<file path="src/pkg/pipe_timing_pkg.sv">
// types and timing figures for the five-stage pipeline timing block
// assumes one 50 MHz core clock; the bus rate is an enable derived from it
//
// Behaviour
// - five stages; branch delays next fetch, decode, execute
// - load: decode 1, execute 1, read, writeback 1
// - store: decode 1, execute 1, write, no writeback
// - multiply executes 3 cycles, divide 37 cycles
// - other instructions: one cycle each, no access
// - instruction queue hit fetches in one cycle
// - internal rom or ram read: one cycle
// - register area read: 2 narrow, 4 word
// - external read: 1 core plus 2/4 bus
// - back-to-back external fetch: 4 bus cycles
// - internal ram write: one cycle
// - register area write: 2 narrow, 4 word
// - external write: 2 narrow, 4 word bus
// - external access carries at least one wait
// - bus clock is half the core clock
// - store ends in write buffer, write follows later
package pipe_timing_pkg;

    ////////////////////////////////////////////////////////////////////////////////
    localparam logic [1:0] BUS_CLOCK_DIV      = 2'h2;
    localparam logic [5:0] EXEC_ONE_CYCLES    = 6'h01;
    localparam logic [5:0] EXEC_MUL_CYCLES    = 6'h03;
    localparam logic [5:0] EXEC_DIV_CYCLES    = 6'h25;
    localparam logic [3:0] QUEUE_CORE_CYCLES  = 4'h1;
    localparam logic [3:0] INT_RD_CORE_CYCLES = 4'h1;
    localparam logic [3:0] INT_WR_CORE_CYCLES = 4'h1;
    localparam logic [3:0] SFR_NARROW_CYCLES  = 4'h2;
    localparam logic [3:0] SFR_WORD_CYCLES    = 4'h4;
    localparam logic [3:0] EXT_RD_CORE_CYCLES = 4'h1;
    localparam logic [3:0] EXT_NARROW_BUS     = 4'h2;
    localparam logic [3:0] EXT_WORD_BUS       = 4'h4;
    localparam logic [3:0] EXT_SEQ_FETCH_BUS  = 4'h4;

    ////////////////////////////////////////////////////////////////////////////////
    typedef enum logic [2:0] {
        CLS_LOAD,
        CLS_STORE,
        CLS_MUL,
        CLS_DIV,
        CLS_OTHER
    } instr_class_t;

    typedef enum logic [1:0] {
        RGN_QUEUE,
        RGN_INTERNAL,
        RGN_SFR,
        RGN_EXTERNAL
    } mem_region_t;

    typedef struct packed {
        mem_region_t region;
        logic        word;
    } access_t;

    typedef struct packed {
        instr_class_t cls;
        logic         branch;
        access_t      fetch;
        access_t      data;
    } instr_t;

    typedef struct packed {
        logic [3:0] core;
        logic [3:0] bus;
    } timing_t;

endpackage

</file>
<file path="src/design/pipeline_timing.sv">
// five-stage pipeline timing model: stage occupancy, access minimums, write buffer
// assumes memory acknowledges come from logic on the same clock, held until taken
`timescale 1ns/1ps

////////////////////////////////////////////////////////////////////////////////
// minimum access timer: core cycles first, then bus cycles counted on the bus enable
module access_timer
    import pipe_timing_pkg::*;
(
    input  wire logic    clk,
    input  wire logic    rst,
    input  wire logic    bclk_en,
    input  wire logic    load,
    input  wire timing_t need,
    output logic         done
);

    logic [3:0] core_left;
    logic [3:0] bus_left;
    logic       bus_armed;

    // a bus pulse counts only when the cycle before it already belonged to the
    // bus part, so each counted pulse closes a whole bus period inside the access;
    // an access that starts mid-period therefore runs one core cycle longer
    wire bus_phase = (core_left == 4'h0) && (bus_left != 4'h0);
    wire bus_tick  = bclk_en && bus_armed;
    wire core_last = (core_left <= 4'h1) && (bus_left == 4'h0);
    wire bus_last  = (core_left == 4'h0) && (bus_left == 4'h1) && bus_tick;
    wire idle      = (core_left == 4'h0) && (bus_left == 4'h0);

    assign done = core_last || bus_last || idle;

    always_ff @(posedge clk or posedge rst) begin
        if (rst) begin
            core_left <= 4'h0;
            bus_left  <= 4'h0;
            bus_armed <= 1'b0;
        end else if (load) begin
            core_left <= need.core;
            bus_left  <= need.bus;
            bus_armed <= 1'b0;
        end else if (core_left != 4'h0) begin
            core_left <= core_left - 4'h1;
        end else if (bus_phase) begin
            bus_armed <= 1'b1;
            if (bus_tick) begin
                bus_left <= bus_left - 4'h1;
            end
        end
    end

endmodule // access_timer

////////////////////////////////////////////////////////////////////////////////
module pipeline_timing
    import pipe_timing_pkg::*;
(
    input  wire logic         clk,
    input  wire logic         rst,
    input  wire logic         instr_valid,
    output logic              instr_ready,
    input  wire instr_t       instr,
    output logic              fetch_req,
    output access_t           fetch_access,
    input  wire logic         fetch_ack,
    output logic              rd_req,
    output access_t           rd_access,
    input  wire logic         rd_ack,
    output logic              wr_req,
    output access_t           wr_access,
    input  wire logic         wr_ack,
    output logic              bus_clock_en,
    output logic [4:0]        stage_busy,
    output logic              regfile_write,
    output logic              retire_valid,
    output instr_class_t      retire_class
);

    ////////////////////////////////////////////////////////////////////////////////
    // figures per instruction class and per access

    function automatic logic [5:0] exec_cycles(input instr_class_t cls);
        logic [5:0] n;
        n = EXEC_ONE_CYCLES;
        if (cls == CLS_MUL) begin
            n = EXEC_MUL_CYCLES;
        end else if (cls == CLS_DIV) begin
            n = EXEC_DIV_CYCLES;
        end
        return n;
    endfunction

    // external figures already include the one mandatory wait cycle
    function automatic timing_t access_need(input access_t a, input logic write, input logic seq);
        timing_t t;
        t = '0;
        case (a.region)
            RGN_QUEUE: begin
                t.core = QUEUE_CORE_CYCLES;
            end
            RGN_INTERNAL: begin
                t.core = write ? INT_WR_CORE_CYCLES : INT_RD_CORE_CYCLES;
            end
            RGN_SFR: begin
                t.core = a.word ? SFR_WORD_CYCLES : SFR_NARROW_CYCLES;
            end
            RGN_EXTERNAL: begin
                if (write) begin
                    t.bus = a.word ? EXT_WORD_BUS : EXT_NARROW_BUS;
                end else if (seq) begin
                    t.bus = EXT_SEQ_FETCH_BUS;
                end else begin
                    t.core = EXT_RD_CORE_CYCLES;
                    t.bus  = a.word ? EXT_WORD_BUS : EXT_NARROW_BUS;
                end
            end
            default: begin
                t.core = INT_RD_CORE_CYCLES;
            end
        endcase
        return t;
    endfunction

    ////////////////////////////////////////////////////////////////////////////////
    // bus clock enable: one pulse every second core cycle
    // the divider free-runs from reset; bus parts of an access align to it

    logic [1:0] div_cnt;

    wire div_wrap = (div_cnt == BUS_CLOCK_DIV - 2'h1);

    always_ff @(posedge clk or posedge rst) begin
        if (rst) begin
            div_cnt <= 2'h0;
        end else begin
            div_cnt <= div_wrap ? 2'h0 : div_cnt + 2'h1;
        end
    end

    assign bus_clock_en = div_wrap;

    ////////////////////////////////////////////////////////////////////////////////
    // stage registers

    logic       if_valid;
    instr_t     if_ins;
    logic       d_valid;
    instr_t     d_ins;
    logic       ex_valid;
    instr_t     ex_ins;
    logic [5:0] ex_left;
    logic       mem_valid;
    instr_t     mem_ins;
    logic       wb_valid;
    instr_t     wb_ins;
    logic       wbuf_valid;
    access_t    wbuf_acc;

    logic if_timer_done;
    logic mem_timer_done;
    logic wbuf_timer_done;

    ////////////////////////////////////////////////////////////////////////////////
    // advance conditions, from the back of the pipe forward

    wire mem_is_load  = mem_ins.cls == CLS_LOAD;
    wire mem_is_store = mem_ins.cls == CLS_STORE;
    wire ex_is_load   = ex_ins.cls == CLS_LOAD;

    wire wbuf_done = wbuf_valid && wbuf_timer_done && wr_ack;

    // a store leaves the memory stage as soon as the buffer can take it
    wire store_done = !wbuf_valid || wbuf_done;
    wire load_done  = mem_timer_done && rd_ack;
    wire mem_go     = mem_valid && (mem_is_load ? load_done :
                                    mem_is_store ? store_done : 1'b1);
    wire mem_free   = !mem_valid || mem_go;

    // a pending buffered write delays the next read
    wire ex_done = ex_valid && (ex_left == 6'h00);
    wire ex_go   = ex_done && mem_free && !(ex_is_load && wbuf_valid);
    wire ex_free = !ex_valid || ex_go;

    wire d_go   = d_valid && ex_free;
    wire d_free = !d_valid || d_go;

    wire if_done = if_valid && if_timer_done && fetch_ack;
    wire if_go   = if_done && d_free;

    // the next fetch waits until a branch has left execute
    wire branch_hold = (if_valid && if_ins.branch) ||
                       (d_valid && d_ins.branch) ||
                       (ex_valid && ex_ins.branch);

    assign instr_ready = (!if_valid || if_go) && !branch_hold;

    wire accept = instr_valid && instr_ready;

    wire seq_fetch = if_go && (if_ins.fetch.region == RGN_EXTERNAL) &&
                     (instr.fetch.region == RGN_EXTERNAL);

    wire     mem_load_start = ex_go && ex_is_load;
    wire     wbuf_load      = mem_go && mem_is_store;
    timing_t if_need;
    timing_t mem_need;
    timing_t wbuf_need;

    assign if_need   = access_need(instr.fetch, 1'b0, seq_fetch);
    assign mem_need  = access_need(ex_ins.data, 1'b0, 1'b0);
    assign wbuf_need = access_need(mem_ins.data, 1'b1, 1'b0);

    ////////////////////////////////////////////////////////////////////////////////
    // access timers
    // each timer is loaded on the edge that launches its request, so its first
    // counted cycle is the first cycle in which that request stands

    access_timer u_if_timer (
        .clk     (clk),
        .rst     (rst),
        .bclk_en (bus_clock_en),
        .load    (accept),
        .need    (if_need),
        .done    (if_timer_done)
    );

    access_timer u_mem_timer (
        .clk     (clk),
        .rst     (rst),
        .bclk_en (bus_clock_en),
        .load    (mem_load_start),
        .need    (mem_need),
        .done    (mem_timer_done)
    );

    access_timer u_wbuf_timer (
        .clk     (clk),
        .rst     (rst),
        .bclk_en (bus_clock_en),
        .load    (wbuf_load),
        .need    (wbuf_need),
        .done    (wbuf_timer_done)
    );

    ////////////////////////////////////////////////////////////////////////////////
    // fetch and decode

    always_ff @(posedge clk or posedge rst) begin
        if (rst) begin
            if_valid <= 1'b0;
            if_ins   <= '0;
        end else if (accept) begin
            if_valid <= 1'b1;
            if_ins   <= instr;
        end else if (if_go) begin
            if_valid <= 1'b0;
        end
    end

    always_ff @(posedge clk or posedge rst) begin
        if (rst) begin
            d_valid <= 1'b0;
            d_ins   <= '0;
        end else if (if_go) begin
            d_valid <= 1'b1;
            d_ins   <= if_ins;
        end else if (d_go) begin
            d_valid <= 1'b0;
        end
    end

    ////////////////////////////////////////////////////////////////////////////////
    // execute

    always_ff @(posedge clk or posedge rst) begin
        if (rst) begin
            ex_valid <= 1'b0;
            ex_ins   <= '0;
            ex_left  <= 6'h00;
        end else if (d_go) begin
            ex_valid <= 1'b1;
            ex_ins   <= d_ins;
            ex_left  <= exec_cycles(d_ins.cls) - 6'h01;
        end else if (ex_go) begin
            ex_valid <= 1'b0;
        end else if (ex_valid && ex_left != 6'h00) begin
            ex_left <= ex_left - 6'h01;
        end
    end

    ////////////////////////////////////////////////////////////////////////////////
    // memory stage, writeback and write buffer
    // a store in the buffer keeps wr_req up until its minimum has run and the
    // memory side has taken it

    always_ff @(posedge clk or posedge rst) begin
        if (rst) begin
            mem_valid <= 1'b0;
            mem_ins   <= '0;
        end else if (ex_go) begin
            mem_valid <= 1'b1;
            mem_ins   <= ex_ins;
        end else if (mem_go) begin
            mem_valid <= 1'b0;
        end
    end

    always_ff @(posedge clk or posedge rst) begin
        if (rst) begin
            wb_valid <= 1'b0;
            wb_ins   <= '0;
        end else begin
            wb_valid <= mem_go;
            wb_ins   <= mem_ins;
        end
    end

    always_ff @(posedge clk or posedge rst) begin
        if (rst) begin
            wbuf_valid <= 1'b0;
            wbuf_acc   <= '0;
        end else if (wbuf_load) begin
            wbuf_valid <= 1'b1;
            wbuf_acc   <= mem_ins.data;
        end else if (wbuf_done) begin
            wbuf_valid <= 1'b0;
        end
    end

    ////////////////////////////////////////////////////////////////////////////////
    // outputs
    // fetch_req and wr_req come straight from stage registers, so they never glitch; rd_req gates mem_valid with a decode of mem_ins

    assign fetch_req     = if_valid;
    assign fetch_access  = if_ins.fetch;
    assign rd_req        = mem_valid && mem_is_load;
    assign rd_access     = mem_ins.data;
    assign wr_req        = wbuf_valid;
    assign wr_access     = wbuf_acc;
    assign stage_busy    = {if_valid, d_valid, ex_valid, mem_valid, wb_valid};
    assign regfile_write = wb_valid && (wb_ins.cls != CLS_STORE);
    assign retire_valid  = wb_valid;
    assign retire_class  = wb_ins.cls;

endmodule // pipeline_timing

</file>
<file path="config.mk">
export PLATFORM = sky130hd
export DESIGN_NAME = pipeline_timing
export DESIGN_NICKNAME = d
export VERILOG_FILES = /design/src/pkg/pipe_timing_pkg.sv /design/src/design/pipeline_timing.sv
export SDC_FILE = /design/constraint.sdc
export NUM_CORES = 1
export LEC_CHECK = 0
export ABC_AREA = 1
export ABC_CLOCK_PERIOD_IN_PS = 5770
export BUFFER_PORTS_ARGS = -buffer_cell sky130_fd_sc_hd__buf_2
export CAP_MARGIN = 20
export CORE_UTILIZATION = 55
export DETAILED_ROUTE_END_ITERATION = 6
export PLACE_DENSITY_LB_ADDON = 0.08
export SLEW_MARGIN = 30
export SYNTH_ARGS = -nofsm -noshare
export SYNTH_HDL_FRONTEND = slang
export SYNTH_SLANG_ARGS = --single-unit
</file>
<file path="constraint.sdc">
create_clock -name clk -period 5.77 [get_ports clk]
set_input_delay 1.154 -clock clk [delete_from_list [all_inputs] [get_ports clk]]
set_output_delay 1.154 -clock clk [all_outputs]
set_load 0.1 [all_outputs]
</file>
==> impl_metrics.tcl <==
set metrics [dict create \
    status "complete, no violations" \
    max_slew_margin 0.4642 \
    ant_nets 0 \
    finalWirelength_microns 7390 \
    antenna_cells 0 \
    die_y_microns 87.92 \
    drive_above_1_share 0.1509 \
    ir_drop_mv 0.4706 \
    synth.area.top_cells "dfrtp_1 (47%), nand2_1 (12%), inv_1 (8.0%)" \
    dpl.hpwl_microns 5483 \
    drc_errors 0 \
    num_rows 30 \
    gp_congestion 0.8132 \
    power.density_nw_per_um2 597.6 \
    design.core.area_sq_um 6944 \
    worstMarginPinSlew_ps 802.5 \
    htree_levels 3 \
    area_growth_pct 8.598 \
    cp_max_fo 14 \
    ys_ff_latch 77 \
    min_period_over_period 0.6831 \
    finalClockSkew_ps 6.754 \
    layoutNonFillerInstCount 626 \
    cts-resized-gates 0 \
    track_usage 0.2132 \
    pin_count 40 \
    end_kind "output port" \
    yosys_warnings 0 \
    slowest_delay_ps 410 \
    drt_pre_antenna_iters 4 \
    start_util 0.5847 \
    synthesis.nets 526 \
    gr-usage-met3 0.03864 \
    nets 558 \
    overflow 0 \
    setup-violations-final 0 \
    syn_area_per_cell_sq_um 8.219 \
    leakage_nw 2.492 \
    yosysSeqAreaShare 0.4746 \
    grt_util_met2 0.3615 \
    numCtsBuffers 9 \
    cts_buffer_depth 2 \
    grt_pass1_wl_microns 12600 \
    port_buffers 39 \
    yosysTopAreaCell "dfrtp_1" \
    ctsHoldBuffers 0 \
    startpoint_type "flop" \
    layout_common_cells "nand2_1 (125), inv_1 (85), dfrtp_1 (77), buf_2 (39)" \
    setup-tns-final_ps 0 \
    yosysUniqueCellTypes 38 \
    synth_area_sq_um 4060 \
    avgRoutedWirePerCell_microns 11.81 \
    postSynthCellCount 494 \
    layout_commonest_cell "nand2_1" \
    grt_pass1_vias 2906 \
    antenna_found_initial 0 \
    first_iter_violations 99 \
    clkSlewWorstSetupHoldPaths_ps 80 \
    crit_required_ps 4620 \
    grt_busiest_layer "met2" \
    critPathKind "flop to output port" \
    num_vias 3121 \
    root_buffer "clkbuf_8" \
    maxCapViolCount 0 \
    clock_sinks 77 \
    fin_crit_ps 3941 \
    arrival_ps 2790 \
    post_cts_buffers 0 \
    final_max_slew_viol_count 0 \
    via_per_inst 4.986 \
    cts_tree "done" \
    die_x_microns 87.92 \
    dieArea_sq_um 7730 \
    rsz0062_at_grt "false" \
    insertion_delay_ps 340 \
    grt_max_degree 41 \
    hold_viol_final 0 \
    hp-class "flop to flop" \
    dp_cells 611 \
    met1_usage 0.2699 \
    yosys.area.top_type_share 0.4746 \
    fmax_ghz 0.2537 \
    crit_chain "inv_1 > ha_1 > inv_1 > nor2_1 > nand2_1 > nand2_1 > nand3_1 > nand3_1 > nand2_2 > nand2_4 > nand2_4 > nand3_4 > nand2_2 > nand2_4 > nand2_1 > inv_1 > buf_2" \
    crit_slowest_cell "dfrtp_1" \
]
[area by class of cell]
class | count | area, sq um
fillers | 611 | 2535
repair buffers | 40 | 202.7
flip-flops and latches | 77 | 1927
inverters | 88 | 330.3
well taps | 96 | 120.1
multi-input cells | 310 | 1664
clock inverters | 6 | 41.29
clock buffers | 9 | 123.9
[path summary, 6_finish.rpt]
path / startpoint / endpoint / slack, ps / cells past startpoint
min in group asynchronous: rst / ex_ins[6] / 960 / 2
worst min register to register: mem_ins[7] / retire_class[0] / 460 / 0
worst min-delay path: mem_ins[7] / retire_class[0] / 460 / 0
max in group asynchronous: rst / wr_req / 3830 / 3
worst max-delay path: u_wbuf_timer.bus_left[0] / instr_ready / 1830 / 17
worst max register to register: u_wbuf_timer.bus_left[0] / u_if_timer.core_left[0] / 2990 / 19
[per-layer routing]
layer	share of wire	up-vias
met5	0	-
met1	0.48	1440
met3	0.037	9
li1	-	1605
met4	0.015	0
met2	0.47	67
[stage by stage]
stage                     worst slack, ps  instance area [sq um]  hold slack [ps]    util  total power, mW
final                                1829                   4409            461.1  0.6350            2.635
after global routing                 1571                   4409            482.9  0.6350            2.860
after CTS                            1799                   4409            460.6  0.6350            2.651
after detailed placement             1971                   4244            442.3  0.6112            2.299
after global placement               2009                   4244            437.0  0.6112            2.252
after floorplan                      1273                   4060            407.9       -            2.093
[where the power goes]
part / total, mW / leakage [nW] / switching [mW] / internal [mW]
logic: 1.32 / 1.46 / 0.932 / 0.385
registers: 0.972 / 0.941 / 0.191 / 0.781
clock network: 0.347 / 0.0888 / 0.193 / 0.153
[logic make-up after synthesis]
family,share of synthesized area
buffers and inverters,0.1156
and+or+nand+nor,0.2444
muxes,0.01664
DFF,0.4746
AOI/OAI and AO/OA,0.08012
xor gates and xnor gates,0.01941
adders and majority gates,0.04931
[critical path, delay by kind of cell, from the launching register on]
family / cells / cell delay, ps
fa+ha+maj: 1 / 170
buf+inv: 4 / 630
flops: 1 / 410
simple gates: 12 / 1230
[synth_stat cells]
library cell / instances
nor2_2: 1
o31ai_1: 2
and3_1: 1
inv_2: 2
nor4_1: 4
dfrtp_1: 77
a21oi_1: 9
a31oi_1: 1
buf_2: 3
nand3_4: 2
nand2_1: 125
nand4_1: 7
or2_1: 1
nor3_1: 7
or2_2: 4
nand2_2: 3
nand3_1: 22
o211a_1: 1
ha_1: 16
nand2_4: 4
xnor2_1: 4
or2_4: 1
o21a_1: 2
nor2_1: 35
o21ai_1: 5
clkbuf_1: 2
o221ai_1: 2
xor2_1: 5
nor2_4: 1
inv_1: 86
o21bai_1: 1
buf_4: 11
o311ai_0: 1
nand3b_1: 1
nor3b_1: 1
mux2_2: 6
o21ai_0: 35
buf_6: 3
[state kept, by name, indices dropped and copies added, names as in the netlist, 6 cells and up]
name / count
d_ins: 7
ex_ins: 7
ex_left: 6
if_ins: 7
Power figures use the tool's default switching activity.
